[config.mk]
export PLATFORM = sky130hd
export DESIGN_NAME = did_decoder
export DESIGN_NICKNAME = d
export VERILOG_FILES = /design/src/shared/did_pkg.sv /design/src/rtl/did_decoder.sv
export SDC_FILE = /design/constraint.sdc
export NUM_CORES = 1
export LEC_CHECK = 0
export BUFFER_PORTS_ARGS = -buffer_cell sky130_fd_sc_hd__buf_2
export CAP_MARGIN = 40
export CORE_UTILIZATION = 46
export CTS_CLUSTER_DIAMETER = 50
export DETAILED_ROUTE_END_ITERATION = 10
export PLACE_DENSITY = 0.76
export RECOVER_POWER = 50
export SLEW_MARGIN = 20
export SYNTH_ARGS = -nofsm -noshare
export SYNTH_HDL_FRONTEND = slang
export SYNTH_SLANG_ARGS = --single-unit
[constraint.sdc]
create_clock -name clock -period 3.7 [get_ports clock]
set_input_delay 0.555 -clock clock [delete_from_list [all_inputs] [get_ports clock]]
set_output_delay 0.555 -clock clock [all_outputs]
set_load 0.03 [all_outputs]
[src/shared/did_pkg.sv]
package did_pkg;
    localparam int TYPE_MSB = 15;
    localparam int TYPE_LSB = 11;
    localparam logic [4:0] COND_LAST = 5'h1c;
    localparam logic [2:0] BRANCH_LAST = 3'h3;
    localparam logic [3:0] FN_NOP = 4'h6;
    localparam logic [3:0] FN_AND_TEST = 4'ha;
    localparam logic [3:0] FN_SUB_TEST = 4'hb;
    localparam logic [3:0] FN_PRODUCT = 4'h2;

    typedef enum logic [3:0] {
        did_cls_jump, did_cls_call, did_cls_short_imm, did_cls_mac_alu,
        did_cls_special, did_cls_three_op, did_cls_branch_ind,
        did_cls_qualifier, did_cls_bit_manip, did_cls_direct,
        did_cls_move, did_cls_long_imm, did_cls_cache, did_cls_undefined
    } did_class_type;

    typedef enum logic [1:0] {
        did_ptr_none, did_ptr_inc, did_ptr_index
    } did_ptr_op_type;

    typedef struct packed {
        did_class_type op_class;
        logic [4:0] type_code;
        logic [11:0] jump_target;
        logic short_to_pointer;
        logic [1:0] short_reg;
        logic [8:0] short_immediate;
        logic dest_acc;
        logic src_acc;
        logic transfer_acc_select;
        logic [3:0] mac_alu_function;
        logic rom_bit;
        logic two_operand;
        logic writes_acc;
        logic writes_product;
        logic compound_mode;
        logic [1:0] pointer_select;
        did_ptr_op_type pointer_op;
        logic [3:0] pointer_mode;
        logic [3:0] special_function;
        logic [4:0] condition_select;
        logic update_counter;
        logic [3:0] three_operand_function;
        logic [1:0] operand_pair_select;
        logic [2:0] branch_kind;
        logic soft_interrupt;
        logic [3:0] shift_unit_function;
        logic [3:0] aux_reg_select;
        logic direct_read;
        logic [3:0] direct_reg_select;
        logic [7:0] direct_offset;
        logic [5:0] move_reg_select;
        logic low_half;
        logic [6:0] cached_instr_count;
        logic [3:0] repeat_count;
        logic cache_redo;
        logic repeat_from_loop_reg;
        logic [15:0] long_immediate;
        logic next_is_branch;
        logic undefined;
    } did_decode_type;
endpackage : did_pkg

[src/rtl/did_decoder.sv]
module did_decoder (
    input wire logic clock,
    input wire logic reset,
    input wire logic word_valid,
    input wire logic [15:0] word,
    output did_pkg::did_decode_type decoded,
    output logic decoded_valid
);
    import did_pkg::*;

    typedef enum logic [1:0] {
        did_st_first, did_st_immediate, did_st_branch
    } did_state_type;

    did_state_type state;
    did_state_type next_state;
    did_decode_type held;
    did_decode_type next_held;
    did_decode_type dec;
    logic next_valid;
    logic [4:0] t;

    always_comb begin
        t = word[TYPE_MSB:TYPE_LSB];
        dec = '0;
        dec.type_code = t;
        dec.op_class = did_cls_undefined;
        dec.dest_acc = word[10];
        dec.src_acc = word[9];
        dec.transfer_acc_select = ~word[10];
        dec.mac_alu_function = word[8:5];
        dec.rom_bit = word[4];
        dec.pointer_mode = word[3:0];
        dec.pointer_select = word[3:2];
        unique case (word[1:0])
            2'h1: dec.pointer_op = did_ptr_inc;
            2'h3: dec.pointer_op = did_ptr_index;
            default: dec.pointer_op = did_ptr_none;
        endcase
        dec.condition_select = word[4:0];
        dec.move_reg_select = word[9:4];
        unique casez (t)
            5'b0000?, 5'b1000?: begin
                dec.op_class = t[4] ? did_cls_call : did_cls_jump;
                dec.jump_target = {t[0], word[10:0]};
            end
            5'b0001?: begin
                dec.op_class = did_cls_short_imm;
                dec.short_to_pointer = t[0];
                dec.short_reg = word[10:9];
                dec.short_immediate = word[8:0];
            end
            5'b00100, 5'b00101, 5'b00110, 5'b00111, 5'b10100, 5'b10101,
            5'b10110, 5'b10111, 5'b11001, 5'b11011, 5'b11100, 5'b11101,
            5'b11111: begin
                dec.op_class = did_cls_mac_alu;
                dec.compound_mode = (t == 5'h05) || (t == 5'h15)
                    || (t == 5'h1d);
                if (dec.compound_mode) begin
                    dec.pointer_op = did_ptr_none;
                end
                dec.two_operand = (t == 5'h19) || (t == 5'h1b)
                    || (t == 5'h1d) || (t == 5'h1f);
                dec.writes_acc = !(word[8:5] == FN_NOP
                    || word[8:5] == FN_AND_TEST
                    || word[8:5] == FN_SUB_TEST
                    || word[8:5] == FN_PRODUCT);
                dec.writes_product = (word[8:5] == FN_PRODUCT)
                    || (word[8:5] == 4'h0) || (word[8:5] == 4'h1)
                    || (word[8:5] == 4'h3);
            end
            5'b1001?: begin
                dec.op_class = did_cls_special;
                dec.special_function = word[8:5];
                dec.update_counter = ~t[0];
                dec.undefined = word[4:0] > COND_LAST;
            end
            5'b11000: begin
                if (word[0]) begin
                    dec.op_class = did_cls_three_op;
                    dec.three_operand_function = word[8:5];
                    dec.operand_pair_select = word[4:3];
                    dec.transfer_acc_select = ~word[2];
                    dec.undefined = ~word[8] || (word[8:5] == 4'hc);
                end else begin
                    dec.op_class = did_cls_branch_ind;
                    dec.branch_kind = word[10:8];
                    dec.undefined = word[10:8] > BRANCH_LAST;
                end
            end
            5'b11010: begin
                dec.op_class = did_cls_qualifier;
                dec.soft_interrupt = word[10];
                dec.next_is_branch = ~word[10];
                dec.undefined = word[4:0] > COND_LAST;
            end
            5'b11110: begin
                if (!word[5]) begin
                    dec.op_class = did_cls_bit_manip;
                    dec.shift_unit_function = {word[8:6], word[4]};
                    dec.aux_reg_select = word[3:0];
                end else begin
                    dec.op_class = did_cls_direct;
                    dec.direct_read = word[10];
                    dec.direct_reg_select = word[9:6];
                    dec.direct_offset = {word[4:0], 3'h0} >> 3;
                end
            end
            5'b01000, 5'b01001, 5'b01011, 5'b01100, 5'b01101,
            5'b01111: begin
                dec.op_class = did_cls_move;
                dec.low_half = (t == 5'h08) ? word[0] : word[10];
                dec.undefined = (word[9:4] == 6'h0f) || (word[9:4] == 6'h1e)
                    || (word[9:4] == 6'h39) || (word[9:4] == 6'h3e)
                    || (word[9:6] == 4'hb);
            end
            5'b01010: begin
                dec.op_class = did_cls_long_imm;
                dec.move_reg_select = word[9:4];
            end
            5'b01110: begin
                dec.op_class = did_cls_cache;
                dec.cached_instr_count = word[10:4];
                dec.repeat_count = word[3:0];
                dec.cache_redo = word[10:4] == 7'h00;
                dec.repeat_from_loop_reg = word[3:0] == 4'h0;
            end
            default: dec.op_class = did_cls_undefined;
        endcase
    end

    // Second words: immediate completes the held word; branch follows a
    // qualifier and is decoded on its own, marked undefined unless it is a jump, call or indirect branch.
    always_comb begin
        next_state = state;
        next_held = held;
        next_valid = 1'b0;
        if (word_valid) begin
            unique case (state)
                did_st_immediate: begin
                    next_held.long_immediate = word;
                    next_valid = 1'b1;
                    next_state = did_st_first;
                end
                did_st_branch: begin
                    next_held = dec;
                    if (dec.op_class != did_cls_jump
                        && dec.op_class != did_cls_call
                        && dec.op_class != did_cls_branch_ind) begin
                        next_held.undefined = 1'b1;
                    end
                    next_valid = 1'b1;
                    next_state = did_st_first;
                end
                default: begin
                    next_held = dec;
                    if (dec.op_class == did_cls_three_op
                        || dec.op_class == did_cls_bit_manip
                        || dec.op_class == did_cls_long_imm) begin
                        next_state = did_st_immediate;
                    end else begin
                        next_valid = 1'b1;
                        if (dec.next_is_branch) begin
                            next_state = did_st_branch;
                        end
                    end
                end
            endcase
        end
    end

    always_ff @(posedge clock or posedge reset) begin
        if (reset) begin
            state <= did_st_first;
            held <= '0;
            decoded_valid <= 1'b0;
        end else begin
            state <= next_state;
            held <= next_held;
            decoded_valid <= next_valid;
        end
    end

    assign decoded = held;
endmodule : did_decoder

**After elaboration in Yosys (flattened, before gate mapping)**

Cells that the tools add are included.

- Flip-flop bits (word level): 135
- Bits of input ports: 19
- Output and inout bits: 133
- Logic and storage cells: 166

- Order comparisons: 2
- Eq/ne operators: 48
- Multiplexer cells: 36
- Bitwise logic cells: 5
- Reduce and logical (&&, ||, !) cells: 34

Operators by type and width:

| operator | count |
|---|---|
| == test 5 bit, second input constant | 12 |
| == test 5 x 4 -> 1 bit, second input constant | 8 |
| one-hot mux 4 bit (10 select lines) | 1 |
| == test 4 bit, second input constant | 8 |
| two-way mux 13 bit | 2 |
| two-way mux 12 bit | 2 |
| two-way mux 21 bit | 1 |
| == test 5 x 3 -> 1 bit, second input constant | 4 |
| logical OR 1 bit | 18 |
| two-way mux 16 bit | 1 |
| two-way mux 1 bit | 14 |
| OR reduction 13 bit | 1 |
| == test 6 bit, second input constant | 2 |
| logical NOT 4 bit | 3 |
| two-way mux 2 bit | 6 |
| two-way mux 9 bit | 1 |
| == test 4 x 1 -> 1 bit, second input constant | 2 |
| == test 4 x 2 -> 1 bit, second input constant | 2 |
| == test 4 x 3 -> 1 bit, second input constant | 2 |
| two-way mux 4 bit | 2 |
| two-way mux 8 bit | 1 |
| one-hot mux 2 bit (2 select lines) | 2 |
| logical NOT 7 bit | 1 |
| == test 6 x 4 -> 1 bit, second input constant | 1 |
| other kinds (18) | 28 |

**Depth between registers and ports, before layout**

- Word-level depth: 9
- Mapped depth: 9
- Depth with buffers taken out: 6

**Worst setup path before layout**

No wires, ideal clock.

- Path kind: input to register
- From: input word[14]
- To: register state[1]
- Library setup time: 0.136 ns
- Arrival time: 1.668 ns
- Required time: 3.564 ns
- Path slack: 1.896 ns
- Stages: 7
- Path buffers: 2
- Path through: buf_6 > inv_4 > or3_4 > or3_1 > buf_6 > nand4_1 > a21oi_1

- Cells in the longest elaborated chain, start to end: 8
- Elaborated cells on any way between the ends: 42
- Those cells by class: eq/ne (30); mux (4); reduce/logical (8)

RTL lines:

| item | line | source |
|---|---|---|
| from (decl) | did_decoder.sv:5 | `input wire logic [15:0] word,` |
| == test 5 x 3 -> 1 bit, or another cell as far along | did_decoder.sv:42 | `unique casez (t)` |
| OR reduction 13 bit, or another cell as far along | did_decoder.sv:42 |  |
| one-hot mux 4 bit (10 select lines) | did_decoder.sv:42 |  |
| == test 4 x 3 -> 1 bit or == test 4 bit (tied branches) | did_decoder.sv:157, did_decoder.sv:158 |  |
| logical OR 1 bit | did_decoder.sv:158 | `\|\| dec.op_class == did_cls_bit_manip` |
| logical OR 1 bit | did_decoder.sv:159 | `\|\| dec.op_class == did_cls_long_imm) begin` |
| nonzero test 3 bit (no line) or two-way mux 2 bit (tied branches) | n/a |  |
| AND reduction 2 bit (no line) or two-way mux 2 bit (tied branches) | n/a |  |
| to (signal assigned) | did_decoder.sv:174 | `state <= did_st_first;` |
| to (signal assigned) | did_decoder.sv:178 | `state <= next_state;` |
| to (decl) | did_decoder.sv:15 | `did_state_type state;` |

Parallel ways exist; a longest one is shown, timed or not.
A chain may end at the register's enable or synchronous reset.

==> impl_metrics.toml <==
[run_status]
status = "complete, but fails checks"
failed_checks = "max-capacitance violations, max-slew violations"

[power]
power_switching_mw = 1.555
seq_power_share_pct = 36.3
switching_share_pct = 36.07
peakVddDrop_mv = 0.2883
pwr-share-clk_pct = 39.0
leakage_nw = 3.016
power_mw = 4.311
comb_power_share_pct = 24.6
p_per_area_nw_per_um2 = 703.1
cellInternalPower_mw = 2.756

[layout]
nets = 653
syn_to_final_growth_pct = 25.90
fin_cells = 781
drive_gt1_share_pct = 22.17
n_antenna_cell = 0
fin_util_pct = 59.65

[grt]
grt_usage_pct = 24.62
antenna_found_initial = 0
gr-total-overflow = 0
first_global_vias = 3907
grt_max_degree = 89
grt_pass1_wl_um = 20540

[timing]
slew_violations = 108
fmax_mhz = 467.8
worst-slew-pin-transition_ps = 1716
post-route-period-util_pct = 57.77
slew_headroom_pct = -14.37
setup-violations-final = 0
tns_ps = 0
hold_viol = 0
whs_ps = 92.47
period_minus_slack_ps = 2138
fin_skew_ps = 5.910
rsz0062_at_grt = "false"

[drt]
post-route-drc-count = 0
vias = 4177
dr.pass1.iters = 5
ant_nets = 0
routedWlPerCell_um = 16.54
drt-initial-drc-count = 341
viasPerCell = 5.348
routed_wl_um = 12920

[yosys]
synth.area.top_cells = "dfrtp_1, o21ai_0, nand2_1"
synth_async_sr_flop_share_pct = 100.0
syn_area_um2 = 4870
synth_top_area_share_pct = 61.15
synth_common_cells = "nand2_1, dfrtp_1, o21ai_0, clkbuf_1, inv_1"
synth_cells = 505
synth_largest_area_cell = "dfrtp_1"
ys_seq_area_share_pct = 61.15
synth_seq_cells = 119
synth_edf_count = 0
ys_types = 47
syn_avg_cell_area_um2 = 9.643
synthFlopType = "dfrtp_1"
yosys_warnings = 0
yosysMostFrequentCell = "nand2_1"

[critical_path]
cp_max_fo = 74
reg2regPathDepth = 6
worstPathRequired_ps = 4010
path_cells = "buf_2 -> clkinvlp_2 -> clkbuf_2"
critPathSlowestCell = "clkbuf_2"
slowest_delay_ps = 1340
crit_arrival_ps = 2440
crit_type = "input pin to asynchronous set/reset pin"
reg2reg_slack_ps = 1560
critPathLaunchType = "input pin"
cp_top_family = "buffers and inverters"
worstSetupPathDepth = 3
path_buf_inv = 3
endpoint_kind = "asynchronous set/reset pin"

[cts]
clk_path_buf_depth = 2
cts_root_buf = "clkbuf_8"
clock_latency_ps = 520
cts_tree = "yes"
numCtsBuffers = 17
clk_pin_slew_ps = 60
post_cts_buffers = 0
cts_resized = 0
cts.sinks = 119
cts_htree_levels = 4
hold_buffers = 0

[die]
die_y_um = 104.9
die-area_um2 = 11000
row_count = 37
die_w_um = 104.9
io_pins = 152
core_area_um2 = 10280
start_util_pct = 47.38

[placement]
portBuffers = 148
dp_cells = 748
gp_congestion = 0.8532
hpwlAfterDp_um = 8679

[worst_hold_path]
hp-class = "input pin to asynchronous set/reset pin"

[flow_run]
max_cap_violations = 2
## flip-flops by register name (all words and copies together), names as in the netlist
register,cells
state,2
decoded_valid,1
decoded,116
## through the flow
stage	instance area (µm²)	setup slack (ps)
global placement	5578	1312
finish	6131	1562
floorplan	4881	1690
CTS	6206	1164
global route	6131	1079
detailed placement	5598	1181
## layout by cell type, fill, tap and decap left out, types with 2 or more instances in the layout
cell type | netlist | final
clkinvlp_4 | 0 | 3
nor3_1 | 2 | 2
clkinv_4 | 0 | 4
o21ai_0 | 98 | 98
clkbuf_1 | 25 | 50
inv_1 | 22 | 21
nand2_1 | 130 | 130
a21oi_1 | 5 | 5
bufinv_16 | 0 | 3
buf_4 | 16 | 2
ha_1 | 2 | 2
conb_1 | 1 | 3
o211ai_1 | 2 | 2
inv_6 | 0 | 4
nor2_1 | 10 | 10
o41ai_1 | 2 | 2
o31ai_1 | 6 | 6
or3_1 | 3 | 3
nand4_1 | 5 | 5
nor2b_1 | 3 | 3
clkbuf_16 | 0 | 16
dfrtp_1 | 119 | 119
nand3_1 | 20 | 20
buf_2 | 4 | 99
## worst paths after layout
path | start | endpoint
max | reset | decoded_valid
min | reset | decoded[128]
max reg2reg | state[1] | decoded[53]
min reg2reg | decoded[98] | decoded[98]
max in group clock | state[1] | decoded[53]
min in group clock | word[1] | decoded[83]
## cells by family after synthesis
logic type / share of synthesized area, %
and+or+nand+nor: 15.67
DFF: 61.15
xor gates and xnor gates: 0.1799
adders and majority gates: 0.5138
muxes: 0.4368
other: 0.07701
buffers and inverters: 7.169
AOI/OAI and AO/OA: 14.80
## area by class of cell
class | count | area (µm²)
clock buffer | 17 | 414.1
clock inverter | 15 | 193.9
fill | 918 | 4146
inverter | 24 | 93.84
multi-input combinational | 317 | 1558
sequential | 119 | 2978
tap | 136 | 170.2
timing repair buffer | 153 | 723.2
## metal layers
metal  up-vias  global-route usage [%]  part of all wire [%]
li1       1923                       -                     -
met2       201                   37.04                    46
met5         -                       0                     0
met1      2023                   33.96                    44
met4         0                   11.17                   2.4
met3        30                   5.802                   7.4
## power groups by stage
stage | Sequential, mW | Combinational [mW] | Clock (mW)
6_report | 1.57 | 1.06 | 1.68
5_1_grt | 1.58 | 1.14 | 1.76
4_1_cts | 1.57 | 1.07 | 1.70
3_5_place_dp | 1.59 | 1.07 | 0
3_3_place_gp | 1.58 | 1.05 | 0
2_1_floorplan | 1.89 | 0.494 | 0
Note: power is estimated with default switching activity, not from simulation.
